==> src/hw/srb_pkg.sv <==
// Purpose: Shared constants and types for the refresh, mode and burst ROM controller
// Assumes: 32-bit AXI4-Lite register bus, one 20 MHz clock
// Notes:   Register offsets are byte addresses of aligned words
package srb_pkg;
  ////////////////////////////////////////////////////////////////////////////
  // Register map
  localparam logic [7:0]  SRB_OFS_MCR    = 8'h00;
  localparam logic [7:0]  SRB_OFS_RCNT   = 8'h04;
  localparam logic [7:0]  SRB_OFS_RCON   = 8'h08;
  localparam logic [7:0]  SRB_OFS_BCR    = 8'h0c;
  localparam logic [7:0]  SRB_OFS_STAT   = 8'h10;
  // memory_control_reg fields
  localparam int          SRB_MCR_RFEN   = 0;
  localparam int          SRB_MCR_REFRESH_MODE_SELECT  = 1;
  localparam int          SRB_MCR_TPC    = 2;
  localparam int          SRB_MCR_TRAS   = 5;
  localparam logic [7:0]  SRB_MCR_RST    = 8'h00;
  localparam logic [7:0]  SRB_RCNT_RST   = 8'h00;
  localparam logic [7:0]  SRB_RCON_RST   = 8'h00;
  // bus_control_reg_one fields, per area 0, 5, 6
  localparam int          SRB_BCR_CNT    = 0;
  localparam int          SRB_BCR_WID    = 6;
  localparam int          SRB_BCR_WAIT   = 12;
  localparam logic [17:0] SRB_BCR_RST    = 18'h00000;
  // Mode register windows, upper 20 address bits
  localparam logic [19:0] SRB_WIN_AREA2  = 20'hffffd;
  localparam logic [19:0] SRB_WIN_AREA3  = 20'hffffe;
  localparam logic [1:0]  SRB_RESP_OK    = 2'h0;
  localparam logic [1:0]  SRB_RESP_ERR   = 2'h2;
  localparam int          SRB_PRESCALE   = 4;

  // SDRAM commands as {ras_n, cas_n, we_n}
  typedef enum logic [2:0] {
    SRB_CMD_MRS  = 3'b000,
    SRB_CMD_REF  = 3'b001,
    SRB_CMD_PALL = 3'b010,
    SRB_CMD_NOP  = 3'b111
  } srb_cmd_t;

  typedef enum logic [3:0] {
    SRB_ST_IDLE  = 4'b0000,
    SRB_ST_ROM   = 4'b0001,
    SRB_ST_MPRE  = 4'b0010,
    SRB_ST_MPW   = 4'b0011,
    SRB_ST_MRS   = 4'b0100,
    SRB_ST_RPRE  = 4'b0101,
    SRB_ST_RPW   = 4'b0110,
    SRB_ST_REF   = 4'b0111,
    SRB_ST_RREC  = 4'b1000,
    SRB_ST_SPRE  = 4'b1001,
    SRB_ST_SPW   = 4'b1010,
    SRB_ST_SENT  = 4'b1011,
    SRB_ST_SELF  = 4'b1100,
    SRB_ST_SEXIT = 4'b1101
  } srb_state_t;
endpackage : srb_pkg

==> src/hw/srb_ctrl.sv <==
// Purpose: SDRAM refresh, self-refresh, mode register write and burst ROM sequencing
// Assumes: Requester holds i_req until o_ack; i_bus_released and i_other_irq are synchronous
// Notes:   SDRAM and ROM pins are registered, one cycle behind the state that drives them
`timescale 1ns/1ps
////////////////////////////////////////////////////////////////////////////////
// Contract
// - Both refresh bits set starts self-refresh.
// - Self-refresh holds CKE low and blocks every SDRAM access.
// - Clearing mode select ends self-refresh, then precharge wait without commands.
// - Auto-refresh resumes after exit when enable set and mode clear.
// - Self-refresh survives standby entry and non power-on recovery.
// - Power-on reset restores registers and cancels self-refresh.
// - Self-refresh holds in normal, sleep, standby and manual reset.
// - Refresh waits for bus cycle end and for bus regain.
// - New match while pending drops old request; one remains.
// - Interrupt out low on request, high at refresh start unless others.
// - Byte write to area mode window loads offset into mode register.
// - Mode write issues precharge-all then mode register write.
// - Mode write address carries burst mode, latency, wrap, length.
// - Non-zero burst setting makes area 0, 5, 6 burst ROM.
// - Burst lengths 4/8/16 for 8-bit, 4/8 16-bit, 4 32-bit.
// - Wait sampled in first access only with waits, always later.
// - Zero-wait burst still takes two cycles per later access.
// - Wait ignored for 16-byte DMA and cache write-back accesses.
// - Counter matching constant raises request and restarts counter.
// - Enable set with mode clear selects periodic auto-refresh.
module srb_ctrl
  import srb_pkg::*;
#(
  parameter int PRESCALE = SRB_PRESCALE
) (
  // Clock and power-on reset
  input  wire logic        i_mclk,
  input  wire logic        i_rst_n,
  // AXI4-Lite slave
  input  wire logic        i_awvalid,
  output logic             o_awready,
  input  wire logic [7:0]  i_awaddr,
  input  wire logic        i_wvalid,
  output logic             o_wready,
  input  wire logic [31:0] i_wdata,
  input  wire logic [3:0]  i_wstrb,
  output logic             o_bvalid,
  input  wire logic        i_bready,
  output logic [1:0]       o_bresp,
  input  wire logic        i_arvalid,
  output logic             o_arready,
  input  wire logic [7:0]  i_araddr,
  output logic             o_rvalid,
  input  wire logic        i_rready,
  output logic [31:0]      o_rdata,
  output logic [1:0]       o_rresp,
  // Manual reset and wait pins
  input  wire logic        i_mrst_n,
  input  wire logic        i_wait_n,
  // Arbitration and interrupt context
  input  wire logic        i_bus_released,
  input  wire logic        i_other_irq,
  // Access requests
  input  wire logic        i_req,
  input  wire logic        i_req_wr,
  input  wire logic        i_req_byte,
  input  wire logic [31:0] i_req_addr,
  input  wire logic [2:0]  i_req_area,
  input  wire logic        i_wait_ignore,
  output logic             o_ack,
  output logic             o_beat,
  // Burst ROM pins
  output logic [2:0]       o_rom_cs_n,
  output logic [25:0]      o_rom_addr,
  // SDRAM pins
  output logic             o_cke,
  output logic [1:0]       o_sd_cs_n,
  output logic             o_sd_ras_n,
  output logic             o_sd_cas_n,
  output logic             o_sd_we_n,
  output logic [15:0]      o_sd_addr,
  // Refresh request to bus masters
  output logic             o_irq_out_n
);
  ////////////////////////////////////////////////////////////////////////////
  srb_state_t  state_ff;
  srb_state_t  nxt_state;
  logic [7:0]  mcr_ff;
  logic [7:0]  rcnt_ff;
  logic [7:0]  rcon_ff;
  logic [17:0] bcr_ff;
  logic        pend_ff;
  logic        nxt_pend;
  logic [3:0]  wcnt_ff;
  logic [1:0]  mrst_meta_ff;
  logic [1:0]  wait_meta_ff;
  logic [7:0]  pre_ff;
  logic        tick;
  logic        match;
  logic        refr_start;
  logic        rfen;
  logic        refresh_mode_select;
  logic [3:0]  tpc_cyc;
  logic [3:0]  rec_cyc;
  // Register bus
  logic        aw_have_ff;
  logic        w_have_ff;
  logic [7:0]  waddr_ff;
  logic [31:0] wdat_ff;
  logic [3:0]  wstb_ff;
  logic        wr_en;
  logic [31:0] wmask;
  // Access
  logic [11:0] mode_x_ff;
  logic [1:0]  mode_cs_ff;
  logic [4:0]  left_ff;
  logic [2:0]  step_ff;
  logic [1:0]  lim_ff;
  logic [1:0]  cyc_ff;
  logic        first_ff;
  logic [1:0]  waits_ff;
  logic        wign_ff;
  logic [2:0]  rcs_ff;
  logic [25:0] raddr_ff;
  logic        rom_done;
  logic        rom_next;
  logic        take_req;
  logic        is_mode;
  logic [1:0]  a_cnt;
  logic [1:0]  a_wid;
  logic [1:0]  a_wait;
  logic [2:0]  a_cs;
  logic        mrst;

  assign rfen    = mcr_ff[SRB_MCR_RFEN];
  assign refresh_mode_select   = mcr_ff[SRB_MCR_REFRESH_MODE_SELECT];
  assign tpc_cyc = {1'b0, mcr_ff[SRB_MCR_TPC +: 3]} + 4'h1;
  assign rec_cyc = tpc_cyc + {1'b0, mcr_ff[SRB_MCR_TRAS +: 3]};
  assign mrst    = ~mrst_meta_ff[1];

  function automatic logic [4:0] srb_len(input logic [1:0] cnt, input logic [1:0] wid);
    logic [4:0] len;
    len = 5'h01;
    case (cnt)
      2'h1:    len = 5'h04;
      2'h2:    len = (wid == 2'h2) ? 5'h04 : 5'h08;
      2'h3:    len = (wid == 2'h2) ? 5'h04 : ((wid == 2'h1) ? 5'h08 : 5'h10);
      default: len = 5'h01;
    endcase
    return len;
  endfunction : srb_len

  ////////////////////////////////////////////////////////////////////////////
  // Pin synchronisers
  always_ff @(posedge i_mclk or negedge i_rst_n) begin
    if (!i_rst_n) begin
      mrst_meta_ff <= 2'h3;
      wait_meta_ff <= 2'h3;
    end else begin
      mrst_meta_ff <= {mrst_meta_ff[0], i_mrst_n};
      wait_meta_ff <= {wait_meta_ff[0], i_wait_n};
    end
  end

  ////////////////////////////////////////////////////////////////////////////
  // AXI4-Lite write channel, address and data in either order
  assign wr_en = aw_have_ff & w_have_ff & ~o_bvalid;
  always_comb begin
    for (int b = 0; b < 4; b++) begin
      wmask[b*8 +: 8] = {8{wstb_ff[b]}};
    end
  end

  always_ff @(posedge i_mclk or negedge i_rst_n) begin
    if (!i_rst_n) begin
      aw_have_ff <= 1'b0;
      w_have_ff  <= 1'b0;
      o_awready  <= 1'b1;
      o_wready   <= 1'b1;
      waddr_ff   <= 8'h00;
      wdat_ff    <= 32'h00000000;
      wstb_ff    <= 4'h0;
      o_bvalid   <= 1'b0;
      o_bresp    <= SRB_RESP_OK;
    end else begin
      if (i_awvalid && o_awready) begin
        aw_have_ff <= 1'b1;
        o_awready  <= 1'b0;
        waddr_ff   <= i_awaddr;
      end
      if (i_wvalid && o_wready) begin
        w_have_ff <= 1'b1;
        o_wready  <= 1'b0;
        wdat_ff   <= i_wdata;
        wstb_ff   <= i_wstrb;
      end
      if (wr_en) begin
        aw_have_ff <= 1'b0;
        w_have_ff  <= 1'b0;
        o_bvalid   <= 1'b1;
        o_bresp    <= (waddr_ff <= SRB_OFS_BCR && waddr_ff[1:0] == 2'h0) ?
                      SRB_RESP_OK : SRB_RESP_ERR;
      end
      if (o_bvalid && i_bready) begin
        o_bvalid  <= 1'b0;
        o_awready <= 1'b1;
        o_wready  <= 1'b1;
      end
    end
  end

  // Read channel, one cycle to answer
  always_ff @(posedge i_mclk or negedge i_rst_n) begin
    if (!i_rst_n) begin
      o_arready <= 1'b1;
      o_rvalid  <= 1'b0;
      o_rdata   <= 32'h00000000;
      o_rresp   <= SRB_RESP_OK;
    end else if (i_arvalid && o_arready) begin
      o_arready <= 1'b0;
      o_rvalid  <= 1'b1;
      o_rresp   <= SRB_RESP_OK;
      case (i_araddr)
        SRB_OFS_MCR:  o_rdata <= {24'h000000, mcr_ff};
        SRB_OFS_RCNT: o_rdata <= {24'h000000, rcnt_ff};
        SRB_OFS_RCON: o_rdata <= {24'h000000, rcon_ff};
        SRB_OFS_BCR:  o_rdata <= {14'h0000, bcr_ff};
        SRB_OFS_STAT: o_rdata <= {26'h0000000, o_cke, pend_ff, state_ff};
        default: begin
          o_rdata <= 32'h00000000;
          o_rresp <= SRB_RESP_ERR;
        end
      endcase
    end else if (o_rvalid && i_rready) begin
      o_rvalid  <= 1'b0;
      o_arready <= 1'b1;
    end
  end

  ////////////////////////////////////////////////////////////////////////////
  // Control registers; only a power-on reset clears them
  // Power-on clears
  // No standby or manual reset path touches these
  always_ff @(posedge i_mclk or negedge i_rst_n) begin
    if (!i_rst_n) begin
      mcr_ff  <= SRB_MCR_RST;
      rcon_ff <= SRB_RCON_RST;
      bcr_ff  <= SRB_BCR_RST;
    end else if (wr_en) begin
      case (waddr_ff)
        SRB_OFS_MCR:  mcr_ff  <= (mcr_ff & ~wmask[7:0]) | (wdat_ff[7:0] & wmask[7:0]);
        SRB_OFS_RCON: rcon_ff <= (rcon_ff & ~wmask[7:0]) | (wdat_ff[7:0] & wmask[7:0]);
        SRB_OFS_BCR:  bcr_ff  <= (bcr_ff & ~wmask[17:0]) | (wdat_ff[17:0] & wmask[17:0]);
        default:      mcr_ff  <= mcr_ff;
      endcase
    end
  end

  ////////////////////////////////////////////////////////////////////////////
  // Refresh interval counter on a prescaled tick
  assign tick  = (pre_ff == 8'(PRESCALE - 1));
  assign match = tick & rfen & ~refresh_mode_select & (rcnt_ff == rcon_ff);
  assign refr_start = (state_ff == SRB_ST_RPRE);

  always_ff @(posedge i_mclk or negedge i_rst_n) begin
    if (!i_rst_n) begin
      pre_ff  <= 8'h00;
      rcnt_ff <= SRB_RCNT_RST;
    end else begin
      pre_ff <= tick ? 8'h00 : pre_ff + 8'h01;
      if (wr_en && waddr_ff == SRB_OFS_RCNT) begin
        rcnt_ff <= (rcnt_ff & ~wmask[7:0]) | (wdat_ff[7:0] & wmask[7:0]);
      end else if (match) begin
        rcnt_ff <= 8'h00;
      end else if (tick && rfen && !refresh_mode_select) begin
        rcnt_ff <= rcnt_ff + 8'h01;
      end
    end
  end

  // Single pending flag; a new match just replaces it
  // Set wins over the clear at refresh start
  assign nxt_pend = match | (pend_ff & ~refr_start);
  always_ff @(posedge i_mclk or negedge i_rst_n) begin
    if (!i_rst_n) begin
      pend_ff     <= 1'b0;
      o_irq_out_n <= 1'b1;
    end else begin
      pend_ff     <= nxt_pend;
      o_irq_out_n <= ~(nxt_pend | i_other_irq);
    end
  end

  ////////////////////////////////////////////////////////////////////////////
  // Area attribute decode
  always_comb begin
    a_cnt  = 2'h0;
    a_wid  = 2'h0;
    a_wait = 2'h0;
    a_cs   = 3'b111;
    case (i_req_area)
      3'h0: begin
        a_cnt = bcr_ff[SRB_BCR_CNT +: 2];
        a_wid = bcr_ff[SRB_BCR_WID +: 2];
        a_wait = bcr_ff[SRB_BCR_WAIT +: 2];
        a_cs = 3'b110;
      end
      3'h5: begin
        a_cnt = bcr_ff[SRB_BCR_CNT + 2 +: 2];
        a_wid = bcr_ff[SRB_BCR_WID + 2 +: 2];
        a_wait = bcr_ff[SRB_BCR_WAIT + 2 +: 2];
        a_cs = 3'b101;
      end
      3'h6: begin
        a_cnt = bcr_ff[SRB_BCR_CNT + 4 +: 2];
        a_wid = bcr_ff[SRB_BCR_WID + 4 +: 2];
        a_wait = bcr_ff[SRB_BCR_WAIT + 4 +: 2];
        a_cs = 3'b011;
      end
      default: a_cs = 3'b111;
    endcase
  end

  assign is_mode  = i_req_wr & i_req_byte &
                    (i_req_addr[31:12] == SRB_WIN_AREA2 ||
                     i_req_addr[31:12] == SRB_WIN_AREA3);
  // Ack flop guards against retaking the request just answered
  assign take_req = i_req & ~o_ack;
  assign rom_done = (cyc_ff == lim_ff) &&
                    (wign_ff || (first_ff && waits_ff == 2'h0) || wait_meta_ff[1]);
  assign rom_next = rom_done & (left_ff != 5'h00);

  ////////////////////////////////////////////////////////////////////////////
  // Sequencer
  always_comb begin
    nxt_state = state_ff;
    case (state_ff)
      SRB_ST_IDLE: begin
        if (rfen && refresh_mode_select) begin
          nxt_state = SRB_ST_SPRE;
        end else if (pend_ff && !i_bus_released) begin
          nxt_state = SRB_ST_RPRE;
        end else if (take_req && !mrst) begin
          nxt_state = is_mode ? SRB_ST_MPRE : SRB_ST_ROM;
        end
      end
      // Burst runs to its end before any refresh
      SRB_ST_ROM:   nxt_state = (mrst || (rom_done && !rom_next)) ? SRB_ST_IDLE : SRB_ST_ROM;
      SRB_ST_MPRE:  nxt_state = SRB_ST_MPW;
      SRB_ST_MPW:   nxt_state = (wcnt_ff <= 4'h1) ? SRB_ST_MRS : SRB_ST_MPW;
      SRB_ST_MRS:   nxt_state = SRB_ST_IDLE;
      SRB_ST_RPRE:  nxt_state = SRB_ST_RPW;
      SRB_ST_RPW:   nxt_state = (wcnt_ff <= 4'h1) ? SRB_ST_REF : SRB_ST_RPW;
      SRB_ST_REF:   nxt_state = SRB_ST_RREC;
      SRB_ST_RREC:  nxt_state = (wcnt_ff <= 4'h1) ? SRB_ST_IDLE : SRB_ST_RREC;
      SRB_ST_SPRE:  nxt_state = SRB_ST_SPW;
      SRB_ST_SPW:   nxt_state = (wcnt_ff <= 4'h1) ? SRB_ST_SENT : SRB_ST_SPW;
      SRB_ST_SENT:  nxt_state = SRB_ST_SELF;
      // Only the mode bit ends it, manual reset included
      SRB_ST_SELF:  nxt_state = refresh_mode_select ? SRB_ST_SELF : SRB_ST_SEXIT;
      // Back to idle where pending refreshes run
      SRB_ST_SEXIT: nxt_state = (wcnt_ff <= 4'h1) ? SRB_ST_IDLE : SRB_ST_SEXIT;
      default:      nxt_state = SRB_ST_IDLE;
    endcase
  end

  always_ff @(posedge i_mclk or negedge i_rst_n) begin
    if (!i_rst_n) begin
      state_ff <= SRB_ST_IDLE;
      wcnt_ff  <= 4'h0;
    end else begin
      state_ff <= nxt_state;
      if (nxt_state != state_ff) begin
        case (nxt_state)
          SRB_ST_MPW, SRB_ST_RPW, SRB_ST_SPW, SRB_ST_SEXIT: wcnt_ff <= tpc_cyc;
          SRB_ST_RREC: wcnt_ff <= rec_cyc;
          default:     wcnt_ff <= 4'h0;
        endcase
      end else if (wcnt_ff != 4'h0) begin
        wcnt_ff <= wcnt_ff - 4'h1;
      end
    end
  end

  // Burst ROM access tracking
  always_ff @(posedge i_mclk or negedge i_rst_n) begin
    if (!i_rst_n) begin
      left_ff    <= 5'h00;
      step_ff    <= 3'h1;
      lim_ff     <= 2'h0;
      cyc_ff     <= 2'h0;
      first_ff   <= 1'b0;
      waits_ff   <= 2'h0;
      wign_ff    <= 1'b0;
      rcs_ff     <= 3'b111;
      raddr_ff   <= 26'h0000000;
      mode_x_ff  <= 12'h000;
      mode_cs_ff <= 2'h3;
    end else if (state_ff == SRB_ST_IDLE && nxt_state == SRB_ST_ROM) begin
      left_ff  <= srb_len(a_cnt, a_wid) - 5'h01;
      step_ff  <= (a_wid == 2'h2) ? 3'h4 : ((a_wid == 2'h1) ? 3'h2 : 3'h1);
      lim_ff   <= a_wait;
      cyc_ff   <= 2'h0;
      first_ff <= 1'b1;
      waits_ff <= a_wait;
      wign_ff  <= i_wait_ignore;
      rcs_ff   <= a_cs;
      raddr_ff <= i_req_addr[25:0];
    end else if (state_ff == SRB_ST_IDLE && nxt_state == SRB_ST_MPRE) begin
      mode_x_ff  <= i_req_addr[11:0];
      mode_cs_ff <= (i_req_addr[31:12] == SRB_WIN_AREA2) ? 2'b10 : 2'b01;
    end else if (state_ff == SRB_ST_ROM) begin
      if (mrst || (rom_done && !rom_next)) begin
        rcs_ff <= 3'b111;
      end else if (rom_next) begin
        left_ff  <= left_ff - 5'h01;
        raddr_ff <= raddr_ff + {23'h000000, step_ff};
        cyc_ff   <= 2'h0;
        first_ff <= 1'b0;
        lim_ff   <= 2'h1;
      end else if (cyc_ff != lim_ff) begin
        cyc_ff <= cyc_ff + 2'h1;
      end
    end
  end

  ////////////////////////////////////////////////////////////////////////////
  // Registered pins
  always_ff @(posedge i_mclk or negedge i_rst_n) begin
    if (!i_rst_n) begin
      o_cke      <= 1'b1;
      o_sd_cs_n  <= 2'h3;
      {o_sd_ras_n, o_sd_cas_n, o_sd_we_n} <= SRB_CMD_NOP;
      o_sd_addr  <= 16'h0000;
      o_rom_cs_n <= 3'b111;
      o_rom_addr <= 26'h0000000;
      o_ack      <= 1'b0;
      o_beat     <= 1'b0;
    end else begin
      o_sd_cs_n  <= 2'h3;
      {o_sd_ras_n, o_sd_cas_n, o_sd_we_n} <= SRB_CMD_NOP;
      o_sd_addr  <= 16'h0000;
      o_rom_cs_n <= (state_ff == SRB_ST_ROM) ? rcs_ff : 3'b111;
      o_rom_addr <= raddr_ff;
      o_beat     <= (state_ff == SRB_ST_ROM) && rom_done;
      o_ack      <= (state_ff == SRB_ST_MRS) ||
                    ((state_ff == SRB_ST_ROM) && (mrst || (rom_done && !rom_next)));
      // Low through self-refresh; raised on exit
      o_cke      <= !(state_ff == SRB_ST_SENT || state_ff == SRB_ST_SELF);
      case (state_ff)
        SRB_ST_MPRE, SRB_ST_RPRE, SRB_ST_SPRE: begin
          o_sd_cs_n <= (state_ff == SRB_ST_MPRE) ? mode_cs_ff : 2'h0;
          {o_sd_ras_n, o_sd_cas_n, o_sd_we_n} <= SRB_CMD_PALL;
          o_sd_addr <= 16'h0400;
        end
        SRB_ST_MRS: begin
          o_sd_cs_n <= mode_cs_ff;
          {o_sd_ras_n, o_sd_cas_n, o_sd_we_n} <= SRB_CMD_MRS;
          o_sd_addr <= {4'h0, mode_x_ff};
        end
        SRB_ST_REF, SRB_ST_SENT: begin
          o_sd_cs_n <= 2'h0;
          {o_sd_ras_n, o_sd_cas_n, o_sd_we_n} <= SRB_CMD_REF;
        end
        default: o_sd_cs_n <= 2'h3;
      endcase
    end
  end

  ////////////////////////////////////////////////////////////////////////////
  // Checks
  self_entry_a: assert property (@(posedge i_mclk) disable iff (!i_rst_n)
    (state_ff == SRB_ST_IDLE && rfen && refresh_mode_select) |=> state_ff == SRB_ST_SPRE)
    else $error("self-refresh not entered");
  self_cke_a: assert property (@(posedge i_mclk) disable iff (!i_rst_n)
    (state_ff == SRB_ST_SELF) |=> (!o_cke && o_sd_cs_n == 2'h3))
    else $error("CKE high or command during self-refresh");
  exit_quiet_a: assert property (@(posedge i_mclk) disable iff (!i_rst_n)
    (state_ff == SRB_ST_SELF && !refresh_mode_select) |=> state_ff == SRB_ST_SEXIT ##1
      (o_cke && o_sd_cs_n == 2'h3))
    else $error("self-refresh exit not quiet");
  match_req_a: assert property (@(posedge i_mclk) disable iff (!i_rst_n)
    match |=> (pend_ff && rcnt_ff == 8'h00))
    else $error("counter match did not raise request");
  irq_low_a: assert property (@(posedge i_mclk) disable iff (!i_rst_n)
    $rose(pend_ff) |-> !o_irq_out_n)
    else $error("interrupt out not low on request");
  defer_bus_a: assert property (@(posedge i_mclk) disable iff (!i_rst_n)
    (state_ff == SRB_ST_IDLE && i_bus_released && !(rfen && refresh_mode_select)) |=>
      state_ff != SRB_ST_RPRE)
    else $error("refresh ran while bus released");
  mode_seq_a: assert property (@(posedge i_mclk) disable iff (!i_rst_n)
    (state_ff == SRB_ST_MRS) |=> ({o_sd_ras_n, o_sd_cas_n, o_sd_we_n} == SRB_CMD_MRS &&
      o_sd_addr[11:0] == $past(mode_x_ff)))
    else $error("mode write command wrong");
  burst_cs_a: assert property (@(posedge i_mclk) disable iff (!i_rst_n)
    (state_ff == SRB_ST_ROM && rom_next && !mrst) |=> ##1 o_rom_cs_n == $past(rcs_ff, 2))
    else $error("chip select dropped inside burst");
  two_cycle_a: assert property (@(posedge i_mclk) disable iff (!i_rst_n)
    (o_beat && state_ff == SRB_ST_ROM) |=> !o_beat)
    else $error("later burst access shorter than two cycles");
  cov_self_c: cover property (@(posedge i_mclk) state_ff == SRB_ST_SELF ##1
    state_ff == SRB_ST_SEXIT);
  cov_ref_c: cover property (@(posedge i_mclk) state_ff == SRB_ST_REF);
  cov_mode_c: cover property (@(posedge i_mclk) state_ff == SRB_ST_MRS);
  cov_burst_c: cover property (@(posedge i_mclk) o_beat ##2 o_beat ##2 o_beat);
endmodule : srb_ctrl

==> config.mk <==
export PLATFORM = sky130hd
export DESIGN_NAME = srb_ctrl
export DESIGN_NICKNAME = d
export VERILOG_FILES = /design/src/hw/srb_pkg.sv /design/src/hw/srb_ctrl.sv
export SDC_FILE = /design/constraint.sdc
export NUM_CORES = 1
export LEC_CHECK = 0
export ABC_AREA = 1
export ABC_CLOCK_PERIOD_IN_PS = 5400
export BUFFER_PORTS_ARGS = -buffer_cell sky130_fd_sc_hd__buf_2
export CELL_PAD_IN_SITES_DETAIL_PLACEMENT = 1
export CELL_PAD_IN_SITES_GLOBAL_PLACEMENT = 2
export CORE_UTILIZATION = 30
export DETAILED_ROUTE_END_ITERATION = 10
export HOLD_SLACK_MARGIN = 0.08
export PLACE_DENSITY_LB_ADDON = 0.1
export SLEW_MARGIN = 10
export SYNTH_ARGS = -nofsm -noshare
export SYNTH_HDL_FRONTEND = slang
export SYNTH_SLANG_ARGS = --single-unit
==> constraint.sdc <==
create_clock -name i_mclk -period 5.4 [get_ports i_mclk]
set_clock_uncertainty 0.15 [all_clocks]
set_input_delay 0 -clock i_mclk [delete_from_list [all_inputs] [get_ports i_mclk]]
set_output_delay 0 -clock i_mclk [all_outputs]
set_load 0.01 [all_outputs]
; Word level (Yosys, flattened, before mapping)
; Index checks and enable logic that the tools add are counted.
[classes]
add_sub_neg = 9
mul = 0
div = 0
order_cmp = 2
eq_ne = 43
n_shift = 0
mux = 85
bitwise = 31
n_reduce_logical = 63
[op_table]
columns = operator, count
row1 = 26-bit two-way mux, 5
row2 = 18-bit case mux with 5 select lines, 1
row3 = 4-bit case mux with 13 select lines, 1
row4 = "20-bit equality test, second input constant", 2
row5 = 5-bit two-way mux, 8
row6 = 18-bit AND, 2
row7 = "4-bit equality test, second input constant", 9
row8 = 2-bit two-way mux, 17
row9 = 8-bit AND, 4
row10 = "8-bit by 4-bit equality test with 1-bit output, second input constant", 4
row11 = 4-bit two-way mux, 8
row12 = 8-bit two-way mux, 4
row13 = 26-bit by 3-bit adder with 26-bit output, 1
row14 = 1-bit two-way mux, 26
row15 = 8-bit OR, 3
row16 = 12-bit case mux with 2 select lines, 1
row17 = 2-bit case mux with 3 select lines, 4
row18 = 3-bit two-way mux, 7
row19 = "4-bit by 3-bit equality test with 1-bit output, second input constant", 5
row20 = 2-bit nonzero test, 10
row21 = 1-bit logical AND, 19
row22 = 18-bit NOT, 1
row23 = 18-bit OR, 1
row24 = "8-bit by 1-bit adder with 8-bit output, second input constant", 2
row25 = 45 further kinds, 88
[word_totals]
ff_bits = 248
latchBits = 0
ramBits = 0
mem_bits_ro = 0
mem_count = 0

; Logic depth before layout (Yosys ltp)
[depth]
word_depth = 16
depth_mapped = 19
mapped_depth_nobuf = 19

; Worst setup path before layout
; OpenSTA, ideal clock, no wires.
[synth_timing]
path_type = reg-to-reg
from = register step_ff[0]
to = register raddr_ff[24]
t_arrival_ps = 2371
required_time_ps = 5173
path_slack_ps = 2802
path_stages_with_launch = 14
n_path_buf = 0
cell_sequence = dfstp_2 -> ha_1 -> inv_1 -> fa_1 -> o22ai_1 -> nand3_1 -> nor2_1 -> inv_1 -> nor2_1 -> nand2_1 -> nor2_1 -> xor2_1 -> nand2_1 -> a21oi_1
[synth_via]
elab_chain_len = 6
[synth_rtl]
columns = item, line_no
row1 = from (decl), srb_ctrl.sv:113  ; logic [2:0] step_ff;
row2 = from (signal assigned), srb_ctrl.sv:397  ; step_ff <= (a_wid == 2'h2) ? 3'h4 : ((a_wid == 2'h1) ? 3'h2 : 3'h1);
row3 = 26-bit by 3-bit adder with 26-bit output, srb_ctrl.sv:413  ; raddr_ff <= raddr_ff + {23'h000000, step_ff};
row4 = 26-bit two-way mux, srb_ctrl.sv:411  ; end else if (rom_next) begin
row5 = 26-bit two-way mux, srb_ctrl.sv:409  ; if (mrst || (rom_done && !rom_next)) begin
row6 = 26-bit two-way mux, srb_ctrl.sv:408  ; end else if (state_ff == SRB_ST_ROM) begin
row7 = 26-bit two-way mux, srb_ctrl.sv:405  ; end else if (state_ff == SRB_ST_IDLE && nxt_state == SRB_ST_MPRE) begin
row8 = 26-bit two-way mux, srb_ctrl.sv:395  ; end else if (state_ff == SRB_ST_IDLE && nxt_state == SRB_ST_ROM) begin
row9 = to (signal assigned), srb_ctrl.sv:404  ; raddr_ff <= i_req_addr[25:0];
row10 = to (signal assigned), srb_ctrl.sv:413
row11 = to (decl), srb_ctrl.sv:120  ; logic [25:0] raddr_ff;
; No other way between the ends. The select of a mux whose other input is x is not followed.
; A chain may end at the register's enable or synchronous reset.

; Worst setup path in the final report
[layout_timing]
from = register wcnt_ff[0]
to = register raddr_ff[5]
[layout_via]
elab_chain_len = 7
word_cells_on_any_way = 17
classes_between = 1 x order compare / 4 x eq/ne / 7 x mux / 5 x reduce/logical
[layout_rtl]
columns = item, line_no
row1 = from (decl), srb_ctrl.sv:90  ; logic [3:0] wcnt_ff;
row2 = from (signal assigned), srb_ctrl.sv:371  ; SRB_ST_MPW, SRB_ST_RPW, SRB_ST_SPW, SRB_ST_SEXIT: wcnt_ff <= tpc_cyc;
row3 = from (signal assigned), srb_ctrl.sv:372  ; SRB_ST_RREC: wcnt_ff <= rec_cyc;
row4 = from (signal assigned), srb_ctrl.sv:376  ; wcnt_ff <= wcnt_ff - 4'h1;
row5 = 4-bit by 1-bit less-or-equal comparator with 1-bit output (*), --
row6 = 4-bit two-way mux (tied with other cells), srb_ctrl.sv:358  ; SRB_ST_SEXIT: nxt_state = (wcnt_ff <= 4'h1) ? SRB_ST_IDLE : SRB_ST_SEXIT;
row7 = 4-bit case mux with 13 select lines (*), srb_ctrl.sv:333  ; case (state_ff)
row8 = via nxt_state[0], srb_ctrl.sv:83  ; srb_state_t nxt_state;
row9 = 4-bit by 1-bit equality test with 1-bit output / 4-bit by 2-bit equality test with 1-bit output (equally long branches), "srb_ctrl.sv:395, srb_ctrl.sv:405"
row10 = 1-bit logical AND (on tied branches), "srb_ctrl.sv:395, srb_ctrl.sv:405"
row11 = 2-bit inequality test (no line) (tied with other cells), --
row12 = 4-bit AND reduction (no line), --
; Mark *: on every way through the listed nets, which the timed path passes. The rest lies on a longest branch.

==> metrics <==
run status=complete, no violations; first-pass GRT wire length=54.9 mm; DRC errors left=0; Pins Over Slew Limit=0; Total GRT Usage=0.182; most frequent cells in the layout=nand2_1 (319), dfrtp_1 (205), inv_1 (194); number of distinct library cells after synthesis=47; die area=37500 um^2; Area growth, synth to finish=31.0%; total number of vias=9542; clock insertion delay at the later pin of the skew report=0.54 ns; startpoint class of the critical path=flip-flop; setup repair after global routing missed its margin=false; upper clock frequency limit=283 MHz; sequential element share of the synthesized area=0.521; slack of the worst reg-to-reg path=1.86 ns; Die Y-Extent=194 um; minimum clock period=3.54 ns; hold path start=i_req_byte; total gr overflow=0; number of port buffers=161; CP Data Required Time=5.70 ns; Static Leak=7.07 nW; Total Neg Setup Slack=0 ns; count of placed standard cells in the final layout, fillers left out=2092; # nets final=1727; Max H-tree Level=1; cell at the root of the clock tree=clkbuf_16; initial antenna violation count=0; Setup CP Type=reg -> reg; cell count of the worst reg-to-reg path=15; placer congestion estimate=0.807; period utilisation layout=0.655; area of the core region=35800 um^2; number of CTS-inserted buffers=28; launch point of the worst reg-to-reg path=wcnt_ff[0]; most frequent standard cell in the layout excluding fill and tap cells=nand2_1; Power Dens Cells=486 nW/um^2; count of pins on the block boundary=197; worst-case vdd ir drop=0.234 mV; worst endpoint data arrival time=3.84 ns; Max Cap Viol=0; cell count after synthesis=1320; worst-case clock buffer depth=3; ratio of routed vias to standard cells=4.56; Placed Cells=1915; summed area of non-filler cells in the final layout=14400 um^2; number of detailed-routing iterations run before antenna repair=4; effective utilization at floorplan=0.307; worst-path fanout max=48; die outline width=194 um; endpoint kind of the worst setup timing path=flip-flop; fill cell instance count of the final layout=4212; Routed wire per std cell=16.0 um; worst hold path endpoint=state_ff[0]; post_cts resized=0; violation count after the first detailed-route iteration=339; Yosys reg bits=228; CTS tree=yes; Post-synth ARST share=1.00; largest net degree at the start of global routing=144; multi-input combinational cell area=4270 um^2; detailed-route wire length=33.4 mm; worst min-delay path category=in -> reg; final setup vio count=0; n_diodes=0; overall power after layout=0.00702 W; share of layout cells above drive strength 1=0.164; Mapped Area=11000 um^2; yosys synthesis warning count=0; Avg Cell Area, Syn=8.34 um^2; number of nets with antenna violations after detailed routing=0; DP Wirelength=23.8 mm; footprint of the flip-flops and latches=5730 um^2; EDFF count, synth=0; total number of placement rows=69; pin slew with the least headroom to its limit=1.06 ns; count of cells along the worst hold path=8; Sink Count=228; most instantiated flip-flop cell in the synthesis netlist=dfrtp_1; number of global-route vias before repair=10076; clk slew on worst S/H paths=0.06 ns; instance area after placement=12200 um^2; end of the worst register-to-register path=raddr_ff[5]; relative max-transition margin=0.296; Final Hold Viols=0
[per-stage QoR]
| step | hold WS, ns | util | setup WS [ns] |
|---|---|---|---|
| 6_report | 0.0861 | 0.403 | 1.86 |
| 5_1_grt | 0.123 | 0.403 | 1.50 |
| 4_1_cts | 0.0829 | 0.403 | 1.79 |
| 3_5_place_dp | -0.0858 | 0.340 | 1.80 |
| 3_3_place_gp | -0.0973 | 0.340 | 1.87 |
| 2_1_floorplan | -0.446 | - | 2.80 |
[worst max-delay path, cell delays in order (launching register included)]
cell,delay (ns)
dfrtp_1,0.40
inv_1,0.06
ha_1,0.23
o21ai_1,0.36
nand2_1,0.13
nand2_1,0.10
nor2_2,0.04
nand2_1,0.09
nor2_2,0.06
nand2_4,0.13
nand3_4,0.19
nand2_2,0.14
nand2_2,0.25
inv_2,0.76
o211ai_1,0.18
o21ai_1,0.13
[repair_timing]
item	4_1_cts	5_1_grt
buffers inserted	0	0
hold endpoints to repair	226	0
hold buffers	125	0
[worst max-delay path by stage]
stage | start | end | slack, ns | cells past startpoint
detailed placement | wcnt_ff[0] | raddr_ff[7] | 1.80 | 15
finish | wcnt_ff[0] | raddr_ff[5] | 1.86 | 15
global placement | wcnt_ff[0] | raddr_ff[13] | 1.87 | 15
floorplan | step_ff[0] | raddr_ff[24] | 2.80 | 13
CTS | wcnt_ff[0] | raddr_ff[7] | 1.79 | 15
global route | wcnt_ff[0] | raddr_ff[8] | 1.50 | 15
[cell usage after synthesis, drive strengths merged (2+ instances only)]
cell type / instances / share of area
a21oi: 45 / 0.022
a221oi: 6 / 0.0048
a22oi: 6 / 0.0041
a31oi: 10 / 0.0074
buf: 34 / 0.023
clkbuf: 15 / 0.0051
clkinv: 2 / 0.00068
dfrtp: 205 / 0.47
dfstp: 23 / 0.055
fa: 2 / 0.0036
ha: 14 / 0.016
inv: 202 / 0.069
nand2: 326 / 0.11
nand3: 42 / 0.021
nand3b: 3 / 0.0020
nand4: 23 / 0.013
nor2: 129 / 0.046
nor3: 24 / 0.011
nor4: 3 / 0.0017
o211ai: 11 / 0.0075
o21ai: 121 / 0.055
o221ai: 5 / 0.0040
o22ai: 13 / 0.0074
o31ai: 8 / 0.0055
or2: 8 / 0.0045
xnor2: 3 / 0.0024
xor2: 31 / 0.025
[power breakdown]
| group | total [W] | internal [W] | switching, W |
|---|---|---|---|
| Clock | 0.00196 | 0.00122 | 0.000736 |
| Combinational | 0.00238 | 0.000844 | 0.00154 |
| Sequential | 0.00268 | 0.00230 | 0.000380 |
[routing by layer]
| metal | global-route usage | up-vias | routed length [um] | share of wire |
|---|---|---|---|---|
| met1 | 0.231 | 4588 | 15000 | 0.45 |
| met4 | 0.0427 | 0 | 687 | 0.021 |
| li1 | - | 4766 | - | - |
| met3 | 0.0220 | 42 | 973 | 0.029 |
| met2 | 0.326 | 146 | 16800 | 0.50 |
| met5 | 0 | - | 0 | 0 |
[logic make-up (layout without fill, tap and decap cells)]
logic type	after synthesis	in the layout	synth area share
AOI/OAI and AO/OA	228	228	0.120
DFF	228	228	0.521
xor gates and xnor gates	34	34	0.0270
other	1	20	0.000341
and+or+nand+nor	559	559	0.214
muxes	1	1	0.000909
buffers and inverters	253	545	0.0980
adders and majority gates	16	16	0.0195
[area by class of cell]
cell class,instances,share of cell area
sequential,228,0.397
multi-input combinational,858,0.296
timing repair buffer,289,0.147
clock buffer,45,0.0593
inverter,204,0.0531
tap,461,0.0400
clock inverter,7,0.00763
No activity file was read; power rests on OpenSTA's default activity.
